<file path="src/core/sop_pkg.sv">
package sop_pkg;

  // ***************************************************************
  // Timing
  // ***************************************************************
  localparam int CLK_PERIOD_NS = 100;
  localparam int RX_MIN_NS = 30000;
  localparam int TX_PULSE_NS = 40000;
  // Least times round up to whole cycles
  localparam int RX_MIN_CYC = (RX_MIN_NS + CLK_PERIOD_NS - 1) / CLK_PERIOD_NS;
  localparam int TX_CYC = (TX_PULSE_NS + CLK_PERIOD_NS - 1) / CLK_PERIOD_NS;

  localparam int CNT_W = 10;
  localparam int PWM_W = 16;
  localparam logic [CNT_W-1:0] RX_LAST = CNT_W'(RX_MIN_CYC - 1);
  localparam logic [CNT_W-1:0] TX_LAST = CNT_W'(TX_CYC - 1);
  localparam logic [CNT_W-1:0] CNT_ZERO = 10'h000;
  localparam logic [CNT_W-1:0] CNT_ONE = 10'h001;
  localparam logic [PWM_W-1:0] PWM_ZERO = 16'h0000;
  localparam logic [PWM_W-1:0] PWM_ONE = 16'h0001;
  localparam logic [PWM_W-1:0] PWM_PERIOD_RST = 16'h03e8;
  localparam logic [PWM_W-1:0] PWM_HIGH_RST = 16'h01f4;

  // ***************************************************************
  // Types
  // ***************************************************************
  typedef enum logic [1:0] {
    MODE_SYNC = 2'h0,
    MODE_INPUT = 2'h1,
    MODE_LEVEL = 2'h2,
    MODE_PWM = 2'h3
  } sop_mode_t;

  typedef enum logic [1:0] {
    SY_IDLE = 2'h0,
    SY_TX = 2'h1,
    SY_WAIT = 2'h3
  } sop_sm_t;

  typedef struct packed {
    sop_mode_t mode;
    logic invert;
    logic level;
    logic [PWM_W-1:0] pwmPeriod;
    logic [PWM_W-1:0] pwmHigh;
  } sop_cfg_t;

  typedef struct packed {
    sop_cfg_t cfg;
    logic [2:0] syn;
    logic stable;
    sop_sm_t sm;
    logic [CNT_W-1:0] rxCnt;
    logic [CNT_W-1:0] txCnt;
    logic [PWM_W-1:0] pwmCnt;
    logic outOn;
    logic pinO;
    logic pinOe;
    logic levelIn;
    logic syncRx;
  } sop_state_t;

  // ***************************************************************
  // Reset values
  // ***************************************************************
  localparam sop_cfg_t CFG_RST = '{
    mode: MODE_SYNC,
    invert: 1'b0,
    level: 1'b0,
    pwmPeriod: PWM_PERIOD_RST,
    pwmHigh: PWM_HIGH_RST
  };
  localparam logic [2:0] SYN_RST = 3'h7;
  localparam logic IDLE_LVL = 1'b1;
  localparam sop_state_t ST_RST = '{
    cfg: CFG_RST,
    syn: SYN_RST,
    stable: IDLE_LVL,
    sm: SY_IDLE,
    rxCnt: CNT_ZERO,
    txCnt: CNT_ZERO,
    pwmCnt: PWM_ZERO,
    outOn: 1'b0,
    pinO: IDLE_LVL,
    pinOe: 1'b0,
    levelIn: IDLE_LVL,
    syncRx: 1'b0
  };

endpackage

</file>
<file path="src/core/sop_sync_off_io_pin.sv">
`timescale 1ns/1ps
`default_nettype none
// Operation
// - Invert setting flips every level or pulse sent or received.
// - Level output 1 drives low, or high when inverted.
// - Level output 0 drives high, or low when inverted.
// - PWM output uses separate frequency and duty settings.
// - Input function samples the pin as an external level.
// - Sync turn-off is the default function after config reset.
// - Output going from on to off emits a sync pulse.
// - Sync pulse received while off leaves output off.
// - Sync pulse received while on turns output off.
// - Sync pulse holds active level at least 30 us.
// - One instrument switching off turns the partner off too.
module sop_sync_off_io_pin
  import sop_pkg::*;
(
  input wire logic clk,
  input wire logic sys_rst,
  input wire logic clkEn,
  input wire logic cfgWr,
  input wire sop_cfg_t cfgIn,
  input wire logic onReq,
  input wire logic offReq,
  input wire logic pinI,
  output logic pinO,
  output logic pinOe,
  output logic outputOn,
  output logic levelIn,
  output logic syncRx
);

  // ***************************************************************
  // State
  // ***************************************************************
  sop_state_t st_q;
  sop_state_t st_d;
  logic isSync;
  logic rxActive;
  logic rxHit;
  logic offEdge;
  logic pwmLvl;
  logic lvlOne;
  logic lvlZero;
  logic pwmRun;
  logic inRun;
  logic txTrig;
  logic hitOn;
  logic hitOff;

  assign isSync = (st_q.cfg.mode == MODE_SYNC);
  assign rxActive = ~(st_q.stable ^ st_q.cfg.invert);
  assign rxHit = isSync && (st_q.sm == SY_IDLE) && rxActive &&
                 (st_q.rxCnt == RX_LAST);
  assign pwmLvl = (st_q.pwmCnt < st_q.cfg.pwmHigh);

  // ***************************************************************
  // Next state
  // ***************************************************************
  always_comb begin
    st_d = st_q;
    if (cfgWr) begin
      st_d.cfg = cfgIn;
    end

    st_d.syn = {st_q.syn[1:0], pinI};
    if (st_q.syn[1] == st_q.syn[2]) begin
      st_d.stable = st_q.syn[2];
    end
    st_d.levelIn = st_q.stable ^ st_q.cfg.invert;

    // Once on, a repeated on request changes nothing
    if (st_q.outOn) begin
      if (offReq || rxHit) begin
        st_d.outOn = 1'b0;
      end
    end else if (onReq) begin
      st_d.outOn = 1'b1;
    end
    offEdge = st_q.outOn && !st_d.outOn;
    st_d.syncRx = rxHit;

    if (!isSync) begin
      st_d.sm = SY_IDLE;
      st_d.rxCnt = CNT_ZERO;
      st_d.txCnt = CNT_ZERO;
    end else if (offEdge && (st_q.sm != SY_TX)) begin
      st_d.sm = SY_TX;
      st_d.txCnt = TX_LAST;
      st_d.rxCnt = CNT_ZERO;
    end else begin
      unique case (st_q.sm)
        SY_IDLE: begin
          if (rxHit) begin
            st_d.sm = SY_WAIT;
            st_d.rxCnt = CNT_ZERO;
          end else if (rxActive) begin
            st_d.rxCnt = st_q.rxCnt + CNT_ONE;
          end else begin
            st_d.rxCnt = CNT_ZERO;
          end
        end
        SY_TX: begin
          if (st_q.txCnt == CNT_ZERO) begin
            st_d.sm = SY_WAIT;
          end else begin
            st_d.txCnt = st_q.txCnt - CNT_ONE;
          end
        end
        SY_WAIT: begin
          if (!rxActive) begin
            st_d.sm = SY_IDLE;
          end
        end
        default: begin
          st_d.sm = SY_IDLE;
        end
      endcase
    end

    // ***************************************************************
    // PWM counter
    // ***************************************************************
    // A zero period parks the counter; duty then decides the level
    if ((st_q.cfg.mode != MODE_PWM) || (st_q.cfg.pwmPeriod == PWM_ZERO)) begin
      st_d.pwmCnt = PWM_ZERO;
    end else if (st_q.pwmCnt >= (st_q.cfg.pwmPeriod - PWM_ONE)) begin
      st_d.pwmCnt = PWM_ZERO;
    end else begin
      st_d.pwmCnt = st_q.pwmCnt + PWM_ONE;
    end

    // ***************************************************************
    // Pin drive
    // ***************************************************************
    unique case (st_q.cfg.mode)
      MODE_SYNC: begin
        // Released between pulses so the partner can pull the line
        st_d.pinOe = (st_d.sm == SY_TX);
        st_d.pinO = st_d.pinOe ? st_q.cfg.invert : ~st_q.cfg.invert;
      end
      MODE_INPUT: begin
        st_d.pinOe = 1'b0;
        st_d.pinO = ~st_q.cfg.invert;
      end
      MODE_LEVEL: begin
        st_d.pinOe = 1'b1;
        st_d.pinO = ~st_q.cfg.level ^ st_q.cfg.invert;
      end
      MODE_PWM: begin
        st_d.pinOe = 1'b1;
        st_d.pinO = ~pwmLvl ^ st_q.cfg.invert;
      end
    endcase
  end

  // ***************************************************************
  // Registers
  // ***************************************************************
  always_ff @(posedge clk) begin
    if (sys_rst) begin
      st_q <= ST_RST;
    end else if (clkEn) begin
      st_q <= st_d;
    end
  end

  assign pinO = st_q.pinO;
  assign pinOe = st_q.pinOe;
  assign outputOn = st_q.outOn;
  assign levelIn = st_q.levelIn;
  assign syncRx = st_q.syncRx;

  // ***************************************************************
  // Checks
  // ***************************************************************
  assign lvlOne = clkEn && (st_q.cfg.mode == MODE_LEVEL) && st_q.cfg.level;
  assign lvlZero = clkEn && (st_q.cfg.mode == MODE_LEVEL) && !st_q.cfg.level;
  assign pwmRun = clkEn && (st_q.cfg.mode == MODE_PWM);
  assign inRun = clkEn && (st_q.cfg.mode == MODE_INPUT);
  assign txTrig = clkEn && isSync && offEdge && (st_q.sm != SY_TX);
  assign hitOn = clkEn && rxHit && st_q.outOn;
  assign hitOff = clkEn && rxHit && !st_q.outOn && !onReq;
endmodule // sop_sync_off_io_pin
`default_nettype wire

</file>
<file path="config.mk">
export PLATFORM = sky130hd
export DESIGN_NAME = sop_sync_off_io_pin
export DESIGN_NICKNAME = d
export VERILOG_FILES = /design/src/core/sop_pkg.sv /design/src/core/sop_sync_off_io_pin.sv
export SDC_FILE = /design/constraint.sdc
export NUM_CORES = 1
export LEC_CHECK = 0
export BUFFER_PORTS_ARGS = -buffer_cell sky130_fd_sc_hd__buf_2
export CAP_MARGIN = 20
export CORE_UTILIZATION = 42
export CTS_BUF_LIST = sky130_fd_sc_hd__clkbuf_4
export DETAILED_ROUTE_END_ITERATION = 7
export GPL_TIMING_DRIVEN = 0
export SLEW_MARGIN = 0
export SYNTH_ARGS = -nofsm -noshare
export SYNTH_HDL_FRONTEND = slang
export SYNTH_SLANG_ARGS = --single-unit
</file>
<file path="constraint.sdc">
create_clock -name clk -period 7.6 [get_ports clk]
set_input_delay 1.52 -clock clk [delete_from_list [all_inputs] [get_ports clk]]
set_output_delay 1.52 -clock clk [all_outputs]
set_load 0.02 [all_outputs]
</file>
Yosys cells after proc, flatten, opt, wreduce, memory -nomap -nowiden:

Index checks and enable logic that the tools add are counted.

* logic and storage cells: 76
* output and inout bits: 5
* flip-flop bits (word level): 83
* input port bits: 43

* multiplexer cells: 18
* equality and inequality tests: 13
* $add $sub $neg: 4
* bitwise gates (word level): 7
* $lt $le $gt $ge: 2
* reductions and logical operators: 16

Operator list (count)
* 10-bit two-way mux: 5
* 22-bit two-way mux: 2
* 16-bit two-way mux: 2
* 16-bit by 1-bit adder with 16-bit output (second input constant): 1
* 16-bit greater-or-equal comparator: 1
* 16-bit logical NOT: 1
* 16-bit < comparator: 1
* 16-bit by 1-bit subtractor with 16-bit output (second input constant): 1
* 10-bit by 1-bit adder with 10-bit output (second input constant): 1
* 10-bit by 9-bit == test with 1-bit output (second input constant): 1
* 10-bit logical NOT: 1
* 10-bit by 1-bit subtractor with 10-bit output (second input constant): 1
* 2-bit case mux with 4 select lines: 1
* 2-bit by 1-bit == test with 1-bit output (second input constant): 3
* 2-bit == test (second input constant): 3
* 2-bit two-way mux: 3
* 3-bit by 1-bit != test with 1-bit output (second input constant): 2
* 2-bit case mux with 3 select lines: 1
* 2-bit AND reduction: 3
* 1-bit logical AND: 5
* 2-bit logical NOT: 2
* 1-bit two-way mux: 4
* 1-bit inverter: 4
* 3-bit != test (second input constant): 1
* other kinds (7): 10

Logic depth before layout (Yosys ltp):

Gate-level depths: netlist of run 1.

* depth in word-level cells: 15
* mapped depth: 14
* gate-level depth less buffers: 13

Worst setup path after synthesis of run 1:

No wires, ideal clock.

* path kind: register to register
* start: register st_q[65] (netlist name)
* end: register st_q[11] (netlist name)
* required time: 7.505 ns
* slack: 4.161 ns
* arrival time: 3.344 ns
* buffers on the path: 1
* period minus slack after synthesis: 3.439 ns
* library setup time: 0.095 ns
* cell stages (with the launch flop): 15
* path through: dfxtp_1 > or3_1 > or4_1 > nor2b_2 > nand2_1 > or3_1 > xor2_1 > ha_1 > a21o_1 > nand3_1 > o211ai_2 > a211oi_2 > nand2_1 > buf_4 > o311ai_1

* longest elaborated chain between the ends: 4
* elaborated cells between the ends (all ways): 6
* classes of those cells: add/sub: 1; order compare: 1; mux: 2; reduce/logical: 2

RTL lines
* start: declaration: line sop_sync_off_io_pin.sv:36 `sop_state_t st_q;`
* start signal: assignment: line sop_sync_off_io_pin.sv:164 `st_q <= st_d;`
* 16-bit by 1-bit subtractor with 16-bit output: line sop_sync_off_io_pin.sv:127 `end else if (st_q.pwmCnt >= (st_q.cfg.pwmPeriod - PWM_ONE)) begin`
* 16-bit greater-or-equal comparator: line sop_sync_off_io_pin.sv:127
* 16-bit two-way mux: line sop_sync_off_io_pin.sv:127
* 16-bit two-way mux *: line sop_sync_off_io_pin.sv:125 `if ((st_q.cfg.mode != MODE_PWM) || (st_q.cfg.pwmPeriod == PWM_ZERO)) begin`

Every way passes the cells marked *; elsewhere a longest branch is shown, timed or not.
A chain may end at the register's enable or synchronous reset.

Final worst setup path of run 1:

* start: register st_q[65] (netlist name)
* end: register st_q[13] (netlist name)

Same word-level chain as after synthesis.

==> results of run 1 <==
-- power by group --
group | internal (mW) | switching, mW | leakage [nW]
Combinational | 0.0509 | 0.0708 | 1.22
Sequential | 0.452 | 0.0146 | 0.676
Clock | 0.129 | 0.156 | 0.0792
-- flip-flops by register name, summed over array words and instances, names as in the netlist --
signal    flops
pinO          1
st_d          2
syncRx        1
pinOe         1
st_q         76
outputOn      1
levelIn       1
-- layout make-up --
class | count | area, um^2
fill | 1089 | 5590
buffer | 25 | 106
sequential | 83 | 1660
inverter | 35 | 131
clock inverter | 6 | 81.3
multi-input combinational | 448 | 2740
timing repair buffer | 47 | 235
clock buffer | 9 | 67.6
tap | 140 | 175
-- worst max-delay path: cells and delay by family (launching register included) --
family | cells | cell delay, ns
flip-flops | 1 | 0.37
buffers and inverters | 1 | 0.20
adder cells (fa/ha/maj) | 1 | 0.30
AND/OR/NAND/NOR | 7 | 1.85
AO/OA/AOI/OAI | 4 | 0.97
XOR/XNOR | 1 | 0.16
-- cells in the final DEF, fill, tap and decap left out, drive strengths merged, types with 3 or more instances in the layout --
| master | synthesis | routed |
|---|---|---|
| clkinv | 0 | 3 |
| buf | 7 | 54 |
| or4 | 4 | 4 |
| o311ai | 7 | 7 |
| ha | 35 | 35 |
| nor3b | 5 | 5 |
| a21o | 4 | 4 |
| nand2b | 4 | 4 |
| a221oi | 4 | 4 |
| inv | 35 | 35 |
| o211ai | 12 | 12 |
| or3 | 7 | 7 |
| nor2 | 38 | 38 |
| and4 | 3 | 3 |
| nor3 | 17 | 17 |
| o21ai | 26 | 26 |
| and3 | 5 | 5 |
| nand3 | 26 | 26 |
| clkbuf | 18 | 27 |
| nand2 | 115 | 115 |
| nand4 | 14 | 14 |
| a21oi | 46 | 46 |
| dfxtp | 83 | 83 |
| nor2b | 3 | 3 |
| xnor2 | 18 | 18 |
| a31oi | 9 | 9 |
| xor2 | 11 | 11 |
| and2 | 4 | 4 |
| mux2i | 6 | 6 |
-- routing by layer --
layer | wire length [um] | vias to the layer above | share of wire, % | global-route usage (%)
met5 | 0 | - | 0 | 0
met2 | 5470 | 69 | 47 | 35.6
met1 | 5470 | 2017 | 47 | 26.4
met4 | 208 | 0 | 1.8 | 7.53
met3 | 413 | 15 | 3.6 | 4.38
li1 | - | 2202 | - | -
-- final timing paths --
check                        startpoint                    end  slack [ns]  cells past startpoint
setup / recovery  st_q[65]$_SDFFE_PP0P_  st_q[13]$_SDFFE_PP0P_        3.65                     14
hold / removal    st_q[59]$_SDFFE_PP0P_  st_q[59]$_SDFFE_PP0P_        0.47                      2
setup reg to reg  st_q[65]$_SDFFE_PP0P_  st_q[13]$_SDFFE_PP0P_        3.65                     14
hold reg to reg   st_q[59]$_SDFFE_PP0P_  st_q[59]$_SDFFE_PP0P_        0.47                      2
-- logic make-up after synthesis --
group | Yosys count
AND/OR/NAND/NOR | 251
AO/OA/AOI/OAI | 126
flip-flops | 83
buffers and inverters | 60
adder cells (fa/ha/maj) | 35
XOR/XNOR | 29
multiplexers | 7
==> impl_metrics.env, run 1 <==
export IMPL_synth_seq_cells=83
export IMPL_hp_class="reg2reg"
export IMPL_maxCapViolations=0
export IMPL_ys_warn_count=0
export IMPL_power_density_nw_per_um2=168
export IMPL_start_kind="register"
export IMPL_fin_util_pct=48.2
export IMPL_grt_pass1_wl_um=18900
export IMPL_grt_pass1_vias=4008
export IMPL_status="finished, final reports clean"
export IMPL_rsz0062_at_grt="false"
export IMPL_final_cells=793
export IMPL_crit_slowest_cell="or4_1"
export IMPL_synth_top_family_by_area="simple AND/OR/NAND/NOR gates"
export IMPL_slowest_delay_ns=0.47
export IMPL_die_w_um=107
export IMPL_vias=4303
export IMPL_worst_pin_slew_ns=0.583
export IMPL_grt_overflow=0
export IMPL_timing_final_crit_share_pct=52.0
export IMPL_critPathRequiredTime_ns=7.95
export IMPL_routedWlPerCell_um=14.6
export IMPL_clockRootBuffer="clkbuf_4"
export IMPL_yosys_top_cells_area="dfxtp_1 36%, ha_1 9.4%, nand2_1 9.3%, a21oi_1 5.0%, xnor2_1 3.4%"
export IMPL_synth_edf_count=0
export IMPL_fin_area_um2=5200
export IMPL_final_min_clock_period_ns=3.95
export IMPL_synth_xor_area_share_pct=5.47
export IMPL_peakVddDrop_uv=104
export IMPL_cts_resized=0
export IMPL_clock_latency_ns=0.45
export IMPL_ys_types=59
export IMPL_dp_hpwl_um=8820
export IMPL_synthMostInstantiatedCell="nand2_1"
export IMPL_die_area_um2=11500
export IMPL_coreArea_um2=10800
export IMPL_power_uw=873
export IMPL_preCtsSetupSlack_ns=3.69
export IMPL_synth_top_cell_by_area="dfxtp_1"
export IMPL_start_util_pct=43.0
export IMPL_hold_viol=0
export IMPL_cts_buffer_depth=2
export IMPL_slew_headroom_pct=61.2
export IMPL_synth_common_cells="115 x nand2_1, 83 x dfxtp_1, 46 x a21oi_1"
export IMPL_syn_nets=669
export IMPL_area_delta_synth_final_pct=12.1
export IMPL_synth_compound_area_share_pct=17.3
export IMPL_cts_buffers=9
export IMPL_fmax_ghz=0.253
export IMPL_track_usage_pct=21.1
export IMPL_path_cells="or3_1 -> or4_1 -> nor2b_2 -> nand2_1 -> or3_1 -> xor2_1 -> ha_1 -> a21o_1 -> nand3_1 -> o211ai_2 -> a211oi_2 -> nand2_1 -> buf_4 -> o311ai_1"
export IMPL_top_level_ports=48
export IMPL_critPathCaptureType="register"
export IMPL_holdWs_ns=0.466
export IMPL_setup_viol=0
export IMPL_totalWireLength_um=11600
export IMPL_synth_top_area_share_pct=35.8
export IMPL_antenna_found_initial=0
export IMPL_synthArstFlopShare_pct=0
export IMPL_maxSlewViolCount=0
export IMPL_vias_per_cell=5.43
export IMPL_seq_area_frac_synth_pct=35.8
export IMPL_syn_inst=591
export IMPL_grt_max_degree=14
export IMPL_place_port_buffers=47
export IMPL_gp_congestion=0.855
export IMPL_synthSimpleGateAreaFrac_pct=25.3
export IMPL_timing_critical_path_arrival_ns=4.30
export IMPL_skew_ns=0.0109
export IMPL_cts_hold_buf=0
export IMPL_cts_tree="yes"
export IMPL_crit_type="reg2reg"
export IMPL_cp_max_fo=10
export IMPL_drtIter0Drc=197
export IMPL_p_leak_nw=1.97
export IMPL_syn_area_per_cell_um2=7.85
export IMPL_fp_row_count=38
export IMPL_antenna_left=0
export IMPL_dpl_cell_area_um2=5050
export IMPL_synth_main_ff_cell="dfxtp_1"
export IMPL_layout_drive_gt1_share_pct=11.3
export IMPL_finalSetupTns_ns=0
export IMPL_synth_mux_area_share_pct=1.54
export IMPL_path_clk_slew_ns=0.13
export IMPL_synthAdderAreaFrac_pct=9.44
export IMPL_first_pass_iters=4
export IMPL_cts_htree_levels=3
export IMPL_cts_sinks=83
export IMPL_dieHeight_um=107
export IMPL_antennaDiodeCount=0
export IMPL_placed_cells=778
export IMPL_finalWorstSetupSlack_ns=3.65
export IMPL_post_cts_setup_buffer_count=0
export IMPL_syn_cell_area_um2=4640
export IMPL_drc=0
export IMPL_nNetsFinal=727
Note: power is estimated with default switching activity, not from simulation.
==> run 2, diff against run 1 <==
- ABC_AREA: not set -> 1
- clock period: 7.6 -> 3.71 ns (I/O delays scaled with it)
==> run 2 against run 1 <==
  * The run now ends with design-rule violations left
  * Total power increased by 130%
  * Synthesized cell count increased by 21%
  * Register-to-register slack got worse by 3.2 ns
  * Fmax increased by 19%
  * Final cell count increased by 16%
  * Sequential share of layout area decreased by 2.3 points
  * Design area increased by 7.9%
  * Die area increased by 8.3%
  * Clock-buffer cell count unchanged
  * First-iteration DRC count increased by 9.1%
  * Clock power increased by 120%
  * Sequential cell count unchanged
  * Largest cell class unchanged
  * Highest routed layer unchanged
==> impl_metrics.env, run 2 <==
export IMPL_clockRootBuffer="clkbuf_4"
export IMPL_crit_slowest_cell="dfxtp_1"
export IMPL_fmax_ghz=0.303
export IMPL_failed_checks="design-rule violations"
export IMPL_synthMostInstantiatedCell="nand2_1"
export IMPL_place_port_buffers=46
export IMPL_top_level_ports=48
export IMPL_slowest_delay_ns=0.39
export IMPL_status="finished with violations"
export IMPL_synth_main_ff_cell="dfxtp_1"
export IMPL_area_delta_synth_final_pct=11.5
export IMPL_path_cells="nor2_1 -> nand2_1 -> nor3_1 -> nand2_1 -> nor3_2 -> nand3_1 -> nor2_1 -> nand3_1 -> xor2_1 -> ha_1 -> nand2_1 -> inv_1 -> nand3_1 -> inv_1 -> a21oi_1 -> nand3_1 -> inv_2 -> clkbuf_4 -> nand4_1 -> a21oi_1"
export IMPL_gp_congestion=0.879
export IMPL_die_w_um=111
export IMPL_hold_viol=0
export IMPL_finalWorstSetupSlack_ns=0.404
export IMPL_syn_inst=716
export IMPL_nNetsFinal=851
export IMPL_grt_overflow=0
export IMPL_first_pass_iters=8
export IMPL_vias=4778
export IMPL_cts_hold_buf=0
export IMPL_synthArstFlopShare_pct=0
export IMPL_largest_register_ffs=76
export IMPL_ys_warn_count=0
export IMPL_power_mw=2.01
export IMPL_dieHeight_um=111
export IMPL_synth_top_cell_by_area="dfxtp_1"
export IMPL_timing_final_crit_share_pct=89.1
export IMPL_worst_pin_slew_ns=0.713
export IMPL_cts_tree="yes"
export IMPL_slew_headroom_pct=52.5
export IMPL_skew_ns=0.0147
export IMPL_holdWs_ns=0.459
export IMPL_cts_sinks=83
export IMPL_register_area_um2=1660
export IMPL_final_cell_mix="137 x nand2_1, 83 x dfxtp_1, 77 x inv_1, 73 x nor2_1, 69 x a21oi_1"
export IMPL_peakVddDrop_uv=327
export IMPL_synth_seq_cells=83
export IMPL_yosys_top_cells_area="dfxtp_1 33%, nand2_1 10%, ha_1 8.7%, a21oi_1 6.9%, inv_1 5.8%"
export IMPL_crit_type="reg2reg"
export IMPL_maxCapViolations=0
export IMPL_p_leak_nw=2.40
export IMPL_antennaDiodeCount=0
export IMPL_grt_pass1_wl_um=22100
export IMPL_synth_common_cells="137 x nand2_1, 83 x dfxtp_1, 78 x inv_1"
export IMPL_die_area_um2=12400
export IMPL_final_common_cell="nand2_1"
export IMPL_fp_row_count=39
export IMPL_syn_cell_area_um2=5030
export IMPL_preCtsSetupSlack_ns=0.176
export IMPL_syn_nets=794
export IMPL_cp_max_fo=10
export IMPL_grt_max_degree=16
export IMPL_syn_area_per_cell_um2=7.02
export IMPL_track_usage_pct=22.5
export IMPL_start_util_pct=43.5
export IMPL_finalSetupTns_ns=0
export IMPL_fill_cells=1185
export IMPL_cts_buffer_depth=2
export IMPL_critPathCaptureType="register"
export IMPL_timing_critical_path_arrival_ns=3.71
export IMPL_ys_types=40
export IMPL_multi_input_area_um2=2920
export IMPL_antenna_left=0
export IMPL_rsz0062_at_grt="false"
export IMPL_layout_drive_gt1_share_pct=12.9
export IMPL_placed_cells=905
export IMPL_path_clk_slew_ns=0.15
export IMPL_synth_top_area_share_pct=33.0
export IMPL_coreArea_um2=11600
export IMPL_maxSlewViolCount=0
export IMPL_dp_hpwl_um=9810
export IMPL_grt_pass1_vias=4623
export IMPL_clock_latency_ns=0.47
export IMPL_vias_per_cell=5.19
export IMPL_final_min_clock_period_ns=3.31
export IMPL_setup_viol=0
export IMPL_routedWlPerCell_um=14.0
export IMPL_seq_area_frac_synth_pct=33.0
export IMPL_final_cells=921
export IMPL_power_density_nw_per_um2=359
export IMPL_antenna_found_initial=0
export IMPL_synth_edf_count=0
export IMPL_critPathRequiredTime_ns=4.12
export IMPL_hp_class="in2reg"
export IMPL_totalWireLength_um=12900
export IMPL_top_register="st_q"
export IMPL_drc=4
export IMPL_worst_path_most_repeated_cell="nand3_1"
export IMPL_cts_buffers=9
export IMPL_start_kind="register"
export IMPL_drtIter0Drc=215
export IMPL_cts_htree_levels=3
==> run 2: repair_timing <==
item,CTS,global route
gates resized for setup,0,5
setup endpoints to repair,0,10
setup buffers,0,0
==> run 2: worst paths after layout <==
kind                         startpoint  slack (ns)  cells past startpoint               endpoint
hold reg to reg   st_q[60]$_SDFFE_PP0P_        0.47                      2  st_q[60]$_SDFFE_PP0P_
setup reg to reg  st_q[65]$_SDFFE_PP0P_        0.40                     20  st_q[12]$_SDFFE_PP0P_
setup / recovery  st_q[65]$_SDFFE_PP0P_        0.40                     20  st_q[12]$_SDFFE_PP0P_
hold / removal                cfgIn[19]        0.46                      3  st_q[66]$_SDFFE_PP1P_
==> run 2: per-layer routing <==
layer | share of wire [%] | GRT usage [%] | vias up | wire length [um]
met5 | 0 | 0 | - | 0
li1 | - | - | 2490 | -
met3 | 4.0 | 3.05 | 14 | 518
met2 | 44 | 35.6 | 110 | 5740
met1 | 50 | 30.7 | 2164 | 6430
met4 | 1.7 | 9.19 | 0 | 219
==> run 2: logic make-up (layout without fill, tap and decap cells) <==
| logic type | after synthesis | count (layout) | share of synthesized area (%) |
|---|---|---|---|
| XOR/XNOR | 30 | 30 | 5.37 |
| flip-flops | 83 | 83 | 33.0 |
| AND/OR/NAND/NOR | 320 | 320 | 28.5 |
| buffers and inverters | 109 | 171 | 8.83 |
| adder cells (fa/ha/maj) | 35 | 35 | 8.71 |
| AO/OA/AOI/OAI | 139 | 139 | 15.6 |
==> run 2: cell type report <==
type / count / share of cell area (%)
Buffer: 26 / 2.43
Clock buffer: 9 / 1.20
Clock inverter: 7 / 1.78
Inverter: 83 / 5.55
Multi-Input combinational cell: 524 / 52.1
Sequential cell: 83 / 29.6
Tap cell: 143 / 3.19
Timing Repair Buffer: 46 / 4.10
==> run 2: metrics by stage <==
stage | util [%] | area [um^2]
floorplan | - | 5030
finish | 48.5 | 5610
CTS | 48.5 | 5610
global route | 48.5 | 5610
global placement | 47.0 | 5440
detailed placement | 47.0 | 5440
==> run 2: power by group <==
group | leakage [nW] | internal [mW] | switching [mW] | total, mW
logic | 1.64 | 0.151 | 0.254 | 0.405
clock network | 0.0792 | 0.277 | 0.357 | 0.634
registers | 0.680 | 0.939 | 0.0353 | 0.974
total | 2.40 | 1.37 | 0.646 | 2.01
==> run 2: critical path, delay by kind of cell (launching register included) <==
family | cells | cell delay, ns
compound gates | 2 | 0.31
xor+xnor | 1 | 0.16
fa+ha+maj | 1 | 0.30
buf+inv | 4 | 0.47
flops | 1 | 0.39
simple gates | 12 | 1.60
==> run 3, diff against run 2 <==
- CORE_UTILIZATION: 42 -> 55
- PLACE_DENSITY: not set -> 0.75
==> run 3 against run 2 <==
  * The flow still finishes with violations (design-rule violations)
  * Clock power decreased by 26%
  * Wire length decreased by 3.8%
  * Final cell count decreased by 3.9%
  * Register-to-register slack got worse by 0.05 ns
  * Core utilization increased by 14 points
  * Critical path type unchanged
==> impl_metrics.env, run 3 (synthesis gave the netlist of run 2 again) <==
export IMPL_vias_per_cell=5.45
export IMPL_register_area_um2=1660
export IMPL_timing_final_crit_share_pct=90.4
export IMPL_start_util_pct=57.1
export IMPL_nNetsFinal=851
export IMPL_crit_slowest_cell="dfxtp_1"
export IMPL_layout_drive_gt1_share_pct=12.6
export IMPL_vias=4821
export IMPL_p_leak_nw=2.37
export IMPL_die_w_um=97.6
export IMPL_power_density_nw_per_um2=335
export IMPL_largest_register_ffs=76
export IMPL_post_cts_setup_buffer_count=0
export IMPL_gp_congestion=0.920
export IMPL_clock_latency_ns=0.44
export IMPL_timing_critical_path_arrival_ns=3.65
export IMPL_failed_checks="design-rule violations"
export IMPL_crit_type="reg2reg"
export IMPL_maxSlewViolCount=0
export IMPL_cp_max_fo=10
export IMPL_maxCapViolations=0
export IMPL_track_usage_pct=27.2
export IMPL_cts_tree="yes"
export IMPL_fp_row_count=34
export IMPL_hold_viol=0
export IMPL_grt_pass1_vias=4509
export IMPL_critPathCaptureType="register"
export IMPL_path_cells="nor2_1 -> nand2_1 -> nor3_1 -> nand2_1 -> nor3_2 -> nand3_1 -> nor2_1 -> nand3_1 -> xor2_1 -> ha_1 -> nand2_1 -> inv_1 -> nand3_1 -> nor3_1 -> nand3_1 -> nand3_1 -> inv_1 -> clkbuf_2 -> nand4_1 -> a21oi_1"
export IMPL_fill_cells=800
export IMPL_area_delta_synth_final_pct=9.50
export IMPL_antenna_left=0
export IMPL_grt_max_degree=14
export IMPL_drc=6
export IMPL_top_register="st_q"
export IMPL_routedWlPerCell_um=14.0
export IMPL_final_common_cell="nand2_1"
export IMPL_rsz0062_at_grt="false"
export IMPL_top_level_ports=48
export IMPL_hp_class="reg2reg"
export IMPL_path_clk_slew_ns=0.14
export IMPL_cts_hold_buf=0
export IMPL_fmax_ghz=0.298
export IMPL_antennaDiodeCount=0
export IMPL_multi_input_area_um2=2920
export IMPL_start_kind="register"
export IMPL_drtIter0Drc=285
export IMPL_skew_ns=0.0241
export IMPL_clockRootBuffer="clkbuf_4"
export IMPL_peakVddDrop_uv=197
export IMPL_first_pass_iters=7
export IMPL_place_port_buffers=46
export IMPL_setup_viol=0
export IMPL_dp_hpwl_um=9510
export IMPL_final_min_clock_period_ns=3.35
export IMPL_dieHeight_um=97.6
export IMPL_slowest_delay_ns=0.37
export IMPL_slew_headroom_pct=57.1
export IMPL_worst_path_most_repeated_cell="nand3_1"
export IMPL_critPathRequiredTime_ns=4.00
export IMPL_grt_pass1_wl_um=20800
export IMPL_antenna_found_initial=0
export IMPL_cts_buffer_depth=2
export IMPL_worst_pin_slew_ns=0.644
export IMPL_final_cell_mix="137 x nand2_1, 83 x dfxtp_1, 78 x inv_1, 73 x nor2_1, 69 x a21oi_1"
export IMPL_totalWireLength_um=12400
export IMPL_fin_util_pct=62.5
export IMPL_holdWs_ns=0.474
export IMPL_cts_buffers=9
export IMPL_finalWorstSetupSlack_ns=0.356
export IMPL_grt_overflow=0
export IMPL_cts_htree_levels=3
export IMPL_die_area_um2=9530
export IMPL_status="finished with violations"
export IMPL_coreArea_um2=8810
export IMPL_cts_sinks=83
export IMPL_finalSetupTns_ns=0
export IMPL_preCtsSetupSlack_ns=0.306
## run 3: cell type report
class | instances | area share, %
Multi-Input combinational cell | 524 | 53.1
Sequential cell | 83 | 30.2
Inverter | 83 | 5.66
Timing Repair Buffer | 46 | 4.18
Tap cell | 108 | 2.45
Buffer | 26 | 2.43
Clock buffer | 11 | 1.50
Clock inverter | 4 | 0.522
## run 3: path summary, 6_finish.rpt
path | from | to | slack, ns | depth (start not counted)
setup / recovery | st_q[65]$_SDFFE_PP0P_ | st_q[12]$_SDFFE_PP0P_ | 0.36 | 20
hold / removal | st_d[46]$_SDFFE_PP1P_ | st_d[46]$_SDFFE_PP1P_ | 0.47 | 2
setup reg to reg | st_q[65]$_SDFFE_PP0P_ | st_q[12]$_SDFFE_PP0P_ | 0.36 | 20
hold reg to reg | st_d[46]$_SDFFE_PP1P_ | st_d[46]$_SDFFE_PP1P_ | 0.47 | 2
## run 3: power breakdown
| group | internal (mW) | switching (mW) |
|---|---|---|
| registers | 0.938 | 0.0361 |
| logic | 0.151 | 0.254 |
| clock network | 0.150 | 0.316 |
| total | 1.24 | 0.606 |
## run 3: critical path: cells and delay by family (launching register included)
kind                       cells  cell delay, ns
DFF                            1            0.37
and+or+nand+nor               14            1.92
adders and majority gates      1            0.29
xor gates and xnor gates       1            0.15
AOI/OAI and AO/OA              1            0.07
buffers and inverters          3            0.42
## run 3: layer usage
metal  GRT usage (%)  vias to the layer above  wire [um]
met2            41.9                      131       5470
li1                -                     2485          -
met1            37.9                     2182       6130
met5               0                        -          0
met4            11.5                        0        248
met3            4.10                       23        563
## run 3: repair_timing
action                                  CTS  global route
endpoints found under the hold margin     0             0
endpoints found under the setup margin    0            10
gates resized for setup                   0             2
## run 3: stage by stage
| stage | std cells | area [um^2] | total power, mW |
|---|---|---|---|
| finish | 885 | 5510 | 1.84 |
| global placement | 870 | 5400 | 1.37 |
| CTS | 885 | 5510 | 1.85 |
| detailed placement | 870 | 5400 | 1.39 |
| global route | 885 | 5510 | 1.94 |
| floorplan | 716 | 5030 | 1.28 |
